File: config.mk
export PLATFORM = sky130hd
export DESIGN_NAME = dcr_top
export DESIGN_NICKNAME = d
export VERILOG_FILES = /design/src/design/dcr_pkg.sv /design/src/design/dcr_top.sv
export VERILOG_INCLUDE_DIRS = /design/src /design/src/design
export SDC_FILE = /design/constraint.sdc
export NUM_CORES = 1
export LEC_CHECK = 0
export BUFFER_PORTS_ARGS = -buffer_cell sky130_fd_sc_hd__buf_2
export CORE_ASPECT_RATIO = 1.75
export CORE_MARGIN = 3
export CORE_UTILIZATION = 53
export CTS_BUF_LIST = sky130_fd_sc_hd__clkbuf_16
export CTS_CLUSTER_SIZE = 25
export DETAILED_ROUTE_END_ITERATION = 8
export MAX_ROUTING_LAYER = met4
export PLACE_DENSITY_LB_ADDON = 0.3
export SLEW_MARGIN = 20
export SYNTH_ARGS = -nofsm -noshare
export SYNTH_HDL_FRONTEND = slang
export SYNTH_SLANG_ARGS = --single-unit
File: constraint.sdc
create_clock -name REF_CLK_I -period 2.35 [get_ports REF_CLK_I]
set_clock_uncertainty 0.05 [all_clocks]
set_input_delay 0.47 -clock REF_CLK_I [delete_from_list [all_inputs] [get_ports REF_CLK_I]]
set_output_delay 0.47 -clock REF_CLK_I [all_outputs]
set_load 0.005 [all_outputs]
File: src/design/dcr_params.svh
/*
 Constants for the converter register control block: register addresses,
 selector codes, field positions and reset values.
 Assumes it is included by the design module and the test bench.
*/
`ifndef DCR_PARAMS_SVH
`define DCR_PARAMS_SVH

`define DCR_ADDR_LOW 8'hB5
`define DCR_ADDR_HIGH 8'hB6
`define DCR_ADDR_SEL 8'hB7
`define DCR_SEL_DATA_MAX 8'h03
`define DCR_SEL_CTRL01 8'h04
`define DCR_SEL_CTRL23 8'h05
`define DCR_SEL_LOAD 8'h06
`define DCR_CTRL01_RST 8'h63
`define DCR_CTRL23_RST 8'h03
`define DCR_BIT_COR 7
`define DCR_BIT_EOD 6
`define DCR_BIT_IOFF 5
`define DCR_BIT_SINK 4
`define DCR_BIT_REF 2
`define DCR_MODE_NORMAL 2'h0
`define DCR_LOAD_DIRECT 2'h0
`define DCR_LOAD_MILLISECOND_TICK 2'h1
`define DCR_LOAD_HALF_MILLISECOND_TICK 2'h2
`define DCR_LOAD_SYNC 2'h3
`define DCR_OC_TICKS 2'h3
`define DCR_MASK01 8'hF7
`define DCR_MASK23 8'h07

`endif

File: src/design/dcr_pkg.sv
/*
 Types for the converter register control block.
 Assumes the params header sits in the include path.
*/
package dcr_pkg;
    typedef struct packed {
        logic cor;
        logic eod;
        logic ioff;
        logic sink;
        logic ref_sel;
        logic [1:0] mode;
    } dcr_ctrl_t;

    typedef struct packed {
        logic [3:0][15:0] held;
        logic [3:0][15:0] out;
        logic [3:0] pend;
        logic [3:0] hiz;
        logic [1:0][1:0] oc_cnt;
        dcr_ctrl_t [3:0] ctrl;
        logic [7:0] load;
        logic [7:0] sel;
        logic [7:0] rdata;
        logic [1:0][1:0] sync;
    } dcr_state_t;
endpackage

File: src/design/dcr_top.sv
/*
 Indirect register control for up to four 16-bit converter channels on the
 core's special function register bus: two byte windows, a selector,
 per-channel control, output load timing and over-current protection.
 Assumes SFR accesses are single-cycle strobes in the core clock domain,
 tick strobes are one-cycle pulses from the core's system timers, and the
 over-range signals come from the analog side and are synchronised here.
*/
`timescale 1ns/1ps
`include "dcr_params.svh"

// How it works
// - Windows reach the register picked by selector; 00h-03h are channel data
// - 04h: control 0/1, 05h: control 2/3, 06h low: load control, else none
// - With detection on, third consecutive overcurrent tick forces high impedance
// - Over-range bit reads latched trip, or raw signal when detection off
// - Writing 0 releases high impedance unless over-range persists; 1 does nothing
// - Control registers of channels 0 and 1 reset to 63h
// - Bit 5 turns current output on at 0, only in normal mode
// - Bit 4 picks sourcing at 0 or sinking at 1
// - Bit 2 of channels 0/1 picks supply or external reference
// - Bit 2 of channels 2/3 picks supply or internal reference
// - Mode field: normal, 1k, 100k, high impedance; power-down kills current
// - Channels 2/3 control hold reference and mode only, reset 03h
// - High window is data MSB, low window LSB, data resets zero
// - Channels 2 and 3 exist only when the four-channel parameter is set
// - Load field: low-byte write, ms tick, half-ms tick, or immediate sync
module dcr_top
    import dcr_pkg::*;
#(
    parameter bit FOUR_CH = 1'b1
)(
    input wire logic REF_CLK_I,
    input wire logic RST_N_I,
    input wire logic SFR_WR_I,
    input wire logic SFR_RD_I,
    input wire logic [7:0] SFR_ADDR_I,
    input wire logic [7:0] SFR_WDATA_I,
    input wire logic MILLISECOND_TICK_I,
    input wire logic HALF_MILLISECOND_TICK_I,
    input wire logic [1:0] OVERRANGE_RAW_I,
    output logic [7:0] SFR_RDATA_O,
    output logic [63:0] DAC_CODE_O,
    output logic [7:0] OUTPUT_MODE_O,
    output logic [3:0] REFERENCE_CHOICE_O,
    output logic [1:0] CURRENT_ON_O,
    output logic [1:0] CURRENT_DIRECTION_O,
    output logic [3:0] OUTPUT_HIZ_O
);

    dcr_state_t s;
    dcr_state_t next_s;
    logic [3:0] ch_en;
    logic [1:0] ovr;
    logic wr_lo;
    logic wr_hi;
    logic wr_sel;
    logic [7:0] rd_lo;
    logic [7:0] rd_hi;

    // Bit 3 has no storage, so the byte is packed field by field
    localparam logic [7:0] CTRL01_RST = `DCR_CTRL01_RST;
    localparam logic [7:0] CTRL23_RST = `DCR_CTRL23_RST;
    localparam dcr_ctrl_t CTRL01_INIT = {CTRL01_RST[7:4], CTRL01_RST[2:0]};
    localparam dcr_ctrl_t CTRL23_INIT = {CTRL23_RST[7:4], CTRL23_RST[2:0]};

    assign ch_en = FOUR_CH ? 4'hF : 4'h3;
    assign wr_lo = SFR_WR_I && (SFR_ADDR_I == `DCR_ADDR_LOW);
    assign wr_hi = SFR_WR_I && (SFR_ADDR_I == `DCR_ADDR_HIGH);
    assign wr_sel = SFR_WR_I && (SFR_ADDR_I == `DCR_ADDR_SEL);
    // Only the second stage of the synchroniser is read
    assign ovr = s.sync[1];

    function automatic logic [7:0] ctrl_rd(input dcr_ctrl_t c,
                                           input logic full,
                                           input logic raw);
        logic [7:0] v;
        v = 8'h00;
        v[`DCR_BIT_REF] = c.ref_sel;
        v[1:0] = c.mode;
        if (full)
        begin
            v[`DCR_BIT_COR] = c.eod ? c.cor : raw;
            v[`DCR_BIT_EOD] = c.eod;
            v[`DCR_BIT_IOFF] = c.ioff;
            v[`DCR_BIT_SINK] = c.sink; // bit 3 stays zero
        end
        return v;
    endfunction

    always_comb
    begin
        rd_lo = 8'h00;
        rd_hi = 8'h00;
        if (s.sel <= `DCR_SEL_DATA_MAX)
        begin
            if (ch_en[s.sel[1:0]])
            begin
                rd_lo = s.held[s.sel[1:0]][7:0];
                rd_hi = s.held[s.sel[1:0]][15:8];
            end
        end
        else if (s.sel == `DCR_SEL_CTRL01)
        begin
            rd_lo = ctrl_rd(s.ctrl[0], 1'b1, ovr[0]);
            rd_hi = ctrl_rd(s.ctrl[1], 1'b1, ovr[1]);
        end
        else if (s.sel == `DCR_SEL_CTRL23 && FOUR_CH)
        begin
            rd_lo = ctrl_rd(s.ctrl[2], 1'b0, 1'b0);
            rd_hi = ctrl_rd(s.ctrl[3], 1'b0, 1'b0);
        end
        else if (s.sel == `DCR_SEL_LOAD)
        begin
            rd_lo = s.load;
        end
    end

    always_comb
    begin
        next_s = s;
        next_s.sync[0] = OVERRANGE_RAW_I;
        next_s.sync[1] = s.sync[0];
        if (SFR_RD_I)
        begin
            unique case (SFR_ADDR_I)
                `DCR_ADDR_LOW: next_s.rdata = rd_lo;
                `DCR_ADDR_HIGH: next_s.rdata = rd_hi;
                `DCR_ADDR_SEL: next_s.rdata = s.sel;
                default: next_s.rdata = 8'h00;
            endcase
        end
        if (wr_sel)
        begin
            next_s.sel = SFR_WDATA_I;
        end

        // Data windows and load timing, one pass per channel
        for (int i = 0; i < 4; i++)
        begin
            if (ch_en[i])
            begin
                if (s.sel == 8'(i) && wr_lo)
                begin
                    next_s.held[i][7:0] = SFR_WDATA_I;
                    if (s.load[2*i +: 2] == `DCR_LOAD_DIRECT)
                    begin
                        next_s.out[i] = {s.held[i][15:8], SFR_WDATA_I};
                    end
                    else
                    begin
                        next_s.pend[i] = 1'b1;
                    end
                end
                if (s.sel == 8'(i) && wr_hi)
                begin
                    next_s.held[i][15:8] = SFR_WDATA_I;
                    next_s.pend[i] = 1'b1;
                end
                if (s.pend[i] &&
                    ((s.load[2*i +: 2] == `DCR_LOAD_MILLISECOND_TICK &&
                      MILLISECOND_TICK_I) ||
                     (s.load[2*i +: 2] == `DCR_LOAD_HALF_MILLISECOND_TICK &&
                      HALF_MILLISECOND_TICK_I)))
                begin
                    next_s.out[i] = s.held[i];
                    next_s.pend[i] = 1'b0;
                end
            end
        end

        if (s.sel == `DCR_SEL_LOAD && wr_lo)
        begin
            next_s.load = FOUR_CH ? SFR_WDATA_I
                                  : {4'h0, SFR_WDATA_I[3:0]};
            // Sync load copies the held value at the write itself
            for (int i = 0; i < 4; i++)
            begin
                if (ch_en[i] &&
                    SFR_WDATA_I[2*i +: 2] == `DCR_LOAD_SYNC)
                begin
                    next_s.out[i] = s.held[i];
                    next_s.pend[i] = 1'b0;
                end
            end
        end

        // Channels 0 and 1: full control plus over-current guard
        for (int i = 0; i < 2; i++)
        begin
            if (s.sel == `DCR_SEL_CTRL01 && ((i == 0) ? wr_lo : wr_hi))
            begin
                next_s.ctrl[i].eod = SFR_WDATA_I[`DCR_BIT_EOD];
                next_s.ctrl[i].ioff = SFR_WDATA_I[`DCR_BIT_IOFF];
                next_s.ctrl[i].sink = SFR_WDATA_I[`DCR_BIT_SINK];
                next_s.ctrl[i].ref_sel = SFR_WDATA_I[`DCR_BIT_REF];
                next_s.ctrl[i].mode = SFR_WDATA_I[1:0];
                if (!SFR_WDATA_I[`DCR_BIT_COR] && !ovr[i])
                begin
                    next_s.ctrl[i].cor = 1'b0;
                    next_s.hiz[i] = 1'b0;
                end
            end
            // Counter only advances on ms ticks, so it counts ticks
            if (!s.ctrl[i].eod || !ovr[i])
            begin
                next_s.oc_cnt[i] = 2'h0;
            end
            else if (MILLISECOND_TICK_I && !s.hiz[i])
            begin
                if (s.oc_cnt[i] == `DCR_OC_TICKS - 2'h1)
                begin
                    // Trip beats a same-cycle clear
                    next_s.oc_cnt[i] = 2'h0;
                    next_s.hiz[i] = 1'b1;
                    next_s.ctrl[i].cor = 1'b1;
                end
                else
                begin
                    next_s.oc_cnt[i] = s.oc_cnt[i] + 2'h1;
                end
            end
        end

        // Channels 2 and 3: reference and mode only
        for (int i = 2; i < 4; i++)
        begin
            if (FOUR_CH && s.sel == `DCR_SEL_CTRL23 &&
                ((i == 2) ? wr_lo : wr_hi))
            begin
                next_s.ctrl[i].ref_sel = SFR_WDATA_I[`DCR_BIT_REF];
                next_s.ctrl[i].mode = SFR_WDATA_I[1:0];
            end
        end
    end

    always_ff @(posedge REF_CLK_I or negedge RST_N_I)
    begin
        if (!RST_N_I)
        begin
            s <= '0;
            s.ctrl[0] <= CTRL01_INIT;
            s.ctrl[1] <= CTRL01_INIT;
            s.ctrl[2] <= CTRL23_INIT;
            s.ctrl[3] <= CTRL23_INIT;
        end
        else
        begin
            s <= next_s;
        end
    end

    // Outputs: current path is live only in normal mode and not tripped
    always_comb
    begin
        SFR_RDATA_O = s.rdata;
        DAC_CODE_O = {s.out[3], s.out[2], s.out[1], s.out[0]};
        OUTPUT_MODE_O = {s.ctrl[3].mode, s.ctrl[2].mode,
                         s.ctrl[1].mode, s.ctrl[0].mode};
        REFERENCE_CHOICE_O = {s.ctrl[3].ref_sel, s.ctrl[2].ref_sel,
                              s.ctrl[1].ref_sel, s.ctrl[0].ref_sel};
        OUTPUT_HIZ_O = 4'h0;
        for (int i = 0; i < 4; i++)
        begin
            OUTPUT_HIZ_O[i] = s.hiz[i] ||
                (s.ctrl[i].mode != `DCR_MODE_NORMAL);
        end
        for (int i = 0; i < 2; i++)
        begin
            CURRENT_ON_O[i] = !s.ctrl[i].ioff && !s.hiz[i] &&
                (s.ctrl[i].mode == `DCR_MODE_NORMAL);
            CURRENT_DIRECTION_O[i] = s.ctrl[i].sink;
        end
    end

endmodule // dcr_top

Word-level counts from Yosys, hierarchy flattened

Index checks and enable logic that the tools add are counted.

Bits in registers: 186
Output and inout port bits: 92
Logic and storage cells: 209

Add/subtract/negate cells: 2
Magnitude comparators: 2
Equality and inequality tests: 23
Muxes and demuxes: 79
Reduce and logical (&&, ||, !) cells: 66

Operators by type and width:

| cell                | number |
|---|---|
| $mux 16             | 17 |
| $mux 68             | 1 |
| $mux 8              | 8 |
| $mux 1              | 41 |
| $logic_and 1x1->1   | 36 |
| $bmux 16 s2         | 1 |
| $eq 8x3->1 const B  | 3 |
| $eq 8x8->1 const B  | 3 |
| $pmux 8 s3          | 1 |
| $eq 2x2->1 const B  | 10 |
| $eq 8x2->1 const B  | 2 |
| $mux 7              | 2 |
| $logic_not 2->1     | 6 |
| $mux 2              | 6 |
| $reduce_bool 2->1   | 6 |
| $logic_not 1->1     | 9 |
| $eq 2x1->1 const B  | 4 |
| $eq 8x1->1 const B  | 1 |
| $le 8x2->1 const B  | 1 |
| $logic_not 8->1     | 1 |
| $logic_or 1x1->1    | 8 |
| $add 2x1->2 const B | 2 |
| $lt 2x3->1 const B  | 1 |
| $mux 3              | 1 |
| $bmux 1 s2          | 1 |

Longest topological paths before layout

Depth after elaboration: 8
Mapped depth: 8
Gate-level depth less buffers: 5

Worst setup path before layout

OpenSTA, ideal clock, no wires.

Path kind: register to register
Start point: register s[16] (netlist name)
End point: register s (netlist bit DAC_CODE_O[56])
Setup time: 125 ps
Data arrival time: 2370 ps
Data required time: 2175 ps
Path slack: -195 ps
Stages on the path, launching flop included: 7
Buffers on the path: 1
Period minus slack after synthesis: 2545 ps
Path through: dfrtp_1 -> or4_4 -> or4_1 -> buf_2 -> o31a_4 -> a21boi_4 -> mux2_4

RTL lines:

| element                | line           | RTL |
|---|---|---|
| start, declared        | dcr_top.sv:51  | `dcr_state_t s;` |
| start signal, assigned | dcr_top.sv:249 | `s <= next_s;` |

==> impl_metrics.py <==
metrics = {
    "run_status": {
        "status": "finished, violations left",
        "violations": "setup timing",
    },
    "setup_path": {
        "cpMostUsedCell": "or4_4",
        "cp.required_ps": 2610,
        "crit_type": "reg -> reg",
        "slowest_delay_ps": 570,
        "crit_buf_inv": 0,
        "path_delay_family": "simple AND/OR/NAND/NOR gates",
        "crit_fanout": 8,
        "crit_arrival_ps": 2760,
        "endpoint_kind": "register",
        "slowest_stage": "or4_4",
        "start_kind": "register",
        "crit_chain": "or4_4, or4_4, o31a_4, a21boi_4, mux2_4",
    },
    "synth": {
        "synth_area_leaders": "dfrtp_1 47%, mux2_2 15%, buf_4 7.0%, mux2i_1 4.2%, mux4_2 3.9%",
        "synth_top_area_cell": "dfrtp_1",
        "synth_fa_ha_area_frac": 0,
        "synth_cells": 762,
        "ys_types": 52,
        "synth_most_common_cell": "dfrtp_1",
        "syn_nets": 786,
        "synth_xor_xnor_area_share": 0,
        "syn_area_per_cell_sq_um": 12.1,
        "synth-simple-area-share": 0.0951,
        "syn_area_sq_um": 9210,
        "synth_ff_type": "dfrtp_1",
        "yosys_warnings": 0,
        "synth-edff-count": 0,
        "ys_seq_area_frac": 0.507,
        "async_flop_share": 1.00,
        "synth.area.mux_share": 0.246,
        "yosysTopAreaCellShare": 0.473,
        "synth_seq_cells": 186,
        "synth_compound_area_frac": 0.0645,
        "synth_commonest_cells": "174 x dfrtp_1, 124 x mux2_2, 86 x buf_4, 67 x nor2_1, 46 x a21oi_1",
        "synth_top_family_by_area": "multiplexers",
    },
    "routing": {
        "drc": 0,
        "routed_wl_um": 25900,
        "drt-initial-drc-count": 395,
        "vias_per_cell": 5.78,
        "final_antenna_net_count": 0,
        "wl_per_cell_um": 23.4,
        "drt-pass1-iter-count": 5,
        "vias": 6388,
    },
    "placed_design": {
        "gp_congestion": 0.988,
        "preCtsSetupSlack_ps": -219,
        "dpl_cell_area_sq_um": 10000,
        "dp_hpwl_um": 18900,
        "portBuffers": 115,
    },
    "power": {
        "p_per_area_nw_per_um2": 605,
        "p_leak_nw": 5.43,
        "pwr-share-comb": 0.070,
        "p_total_mw": 6.54,
        "power_frac_seq": 0.501,
        "netSwitchingFraction": 0.249,
        "intPower_mw": 4.91,
        "ir_drop_v": 0.000460,
        "p_switching_mw": 1.63,
        "clockPowerShare": 0.429,
    },
    "run": {
        "drv_cap": 0,
    },
    "cts": {
        "cts.path.max_buffers": 2,
        "cts_buffers": 17,
        "cts_max_level": 4,
        "cts_tree": "built",
        "cts_root_buffer": "clkbuf_16",
        "worst_skew_pair.late_latency_ps": 430,
        "clock_sinks": 186,
        "clkTransAtPathRegs_ps": 70,
    },
    "floorplanning": {
        "rows": 63,
        "core_sq_um": 17000,
        "die_y_um": 180,
        "start_util": 0.541,
        "io_pins": 116,
        "fp.dieW_um": 106,
        "die_area_sq_um": 19100,
    },
    "cells_and_area": {
        "nFillCells": 1346,
        "syn2layout_area_growth_pct": 17.3,
        "multiInputGateArea_sq_um": 3870,
        "final_area_sq_um": 10800,
        "regArea_sq_um": 4670,
        "diodes": 0,
        "drive_above_1_share": 0.487,
        "num-nets-final": 890,
    },
    "hold_path": {
        "hold_class": "in -> reg",
    },
    "sta": {
        "rsz0062_at_grt": "yes",
        "worst_pin_slew_ps": 537,
        "setup_viol": 17,
        "maxSlewHeadroom": 0.641,
        "fin_ws_ps": -143,
        "fmax_ghz": 0.401,
        "fin_crit_ps": 2490,
        "hold_viol": 0,
        "finalCritPeriodShare": 1.06,
        "drv_slew": 0,
    },
    "grt": {
        "grt_overflow_total": 0,
        "grt_max_degree": 65,
        "grt_util_all_layers": 0.286,
        "grt_first_pass_wirelength_um": 40000,
        "antenna_found_initial": 0,
        "grt_pass1_vias": 6771,
    },
}
## flip-flops by register name, summed over array words and instances (netlist names)
name	cells
CURRENT_DIRECTION_O	2
DAC_CODE_O	64
OUTPUT_MODE_O	8
REFERENCE_CHOICE_O	4
SFR_RDATA_O	8
next_s	2
ovr	2
s	96
## layout by cell type, fill, tap and decap left out, types with 8 or more instances in the layout
cell type	count
mux2_2	116
nor2_1	57
mux2i_1	39
buf_2	114
a21oi_1	46
clkbuf_16	17
dfrtp_1	174
buf_4	81
nand3_1	16
nand2b_1	8
mux2_4	16
mux4_2	16
dfstp_2	12
nand2_1	20
o21ai_0	10
nand3b_1	9
buf_6	8
nor2_2	10
## path summary, 6_finish.rpt
path | startpoint | endpoint | slack (ps) | cells past startpoint
min reg2reg | next_s[2]$_DFF_PN0_ | ovr[0]$_DFF_PN0_ | 310 | 0
max | s[17]$_DFFE_PN0P_ | DAC_CODE_O[62]$_DFF_PN0_ | -140 | 5
min | OVERRANGE_RAW_I[1] | next_s[3]$_DFF_PN0_ | 100 | 1
min in group asynchronous | RST_N_I | DAC_CODE_O[29]$_DFF_PN0_ | 490 | 2
max in group asynchronous | RST_N_I | OUTPUT_MODE_O[0]$_DFFE_PN1N_ | 1030 | 3
max reg2reg | s[17]$_DFFE_PN0P_ | DAC_CODE_O[62]$_DFF_PN0_ | -140 | 5
## power groups by stage
| stage | clock network (mW) | logic (mW) | registers [mW] |
|---|---|---|---|
| CTS | 2.85 | 0.451 | 3.27 |
| finish | 2.80 | 0.459 | 3.27 |
| floorplan | 0 | 0.200 | 3.33 |
| detailed placement | 0 | 0.445 | 3.33 |
| global placement | 0 | 0.434 | 3.33 |
| global route | 2.98 | 0.494 | 3.28 |
## metrics by stage
stage / cells / util / setup TNS [ps] / hold WS, ps
after floorplan: 762 / - / -3420 / 124
after global placement: 1068 / 0.590 / -6330 / 285
after detailed placement: 1068 / 0.590 / -9050 / 295
after CTS: 1102 / 0.627 / -1650 / 86.4
after global routing: 1106 / 0.634 / -3180 / 81.7
final: 1106 / 0.634 / -1380 / 97.5
## repair_timing
item                                    in CTS  in global routing
pin swaps                                    0                  4
endpoints found under the hold margin       35                  0
endpoints found under the setup margin      48                 96
gates resized for setup                     13                 27
cloned                                       0                  1
setup buffers                                1                  5
hold buffers                                 1                  0
## kinds of logic (layout without fill, tap and decap cells)
kind of cell    Yosys count  in the layout
flops                   186            186
compound gates           92             92
buf+inv                 127            244
mux                     187            187
simple gates            170            170
## cell type report
class	count	area share
clock buffers	17	0.0394
inverters	2	0.000695
well taps	227	0.0263
clock inverters	15	0.0137
flip-flops and latches	186	0.432
repair buffers	210	0.130
multi-input cells	449	0.358
## routing by layer
metal  wire [um]  track usage  vias up
li1            -            -     2848
met1        9830        0.327     3258
met2       13700        0.483      218
met3         962       0.0373       64
met4        1390        0.161        0
met5           0            -        -
No activity file was read; power rests on OpenSTA's default activity.
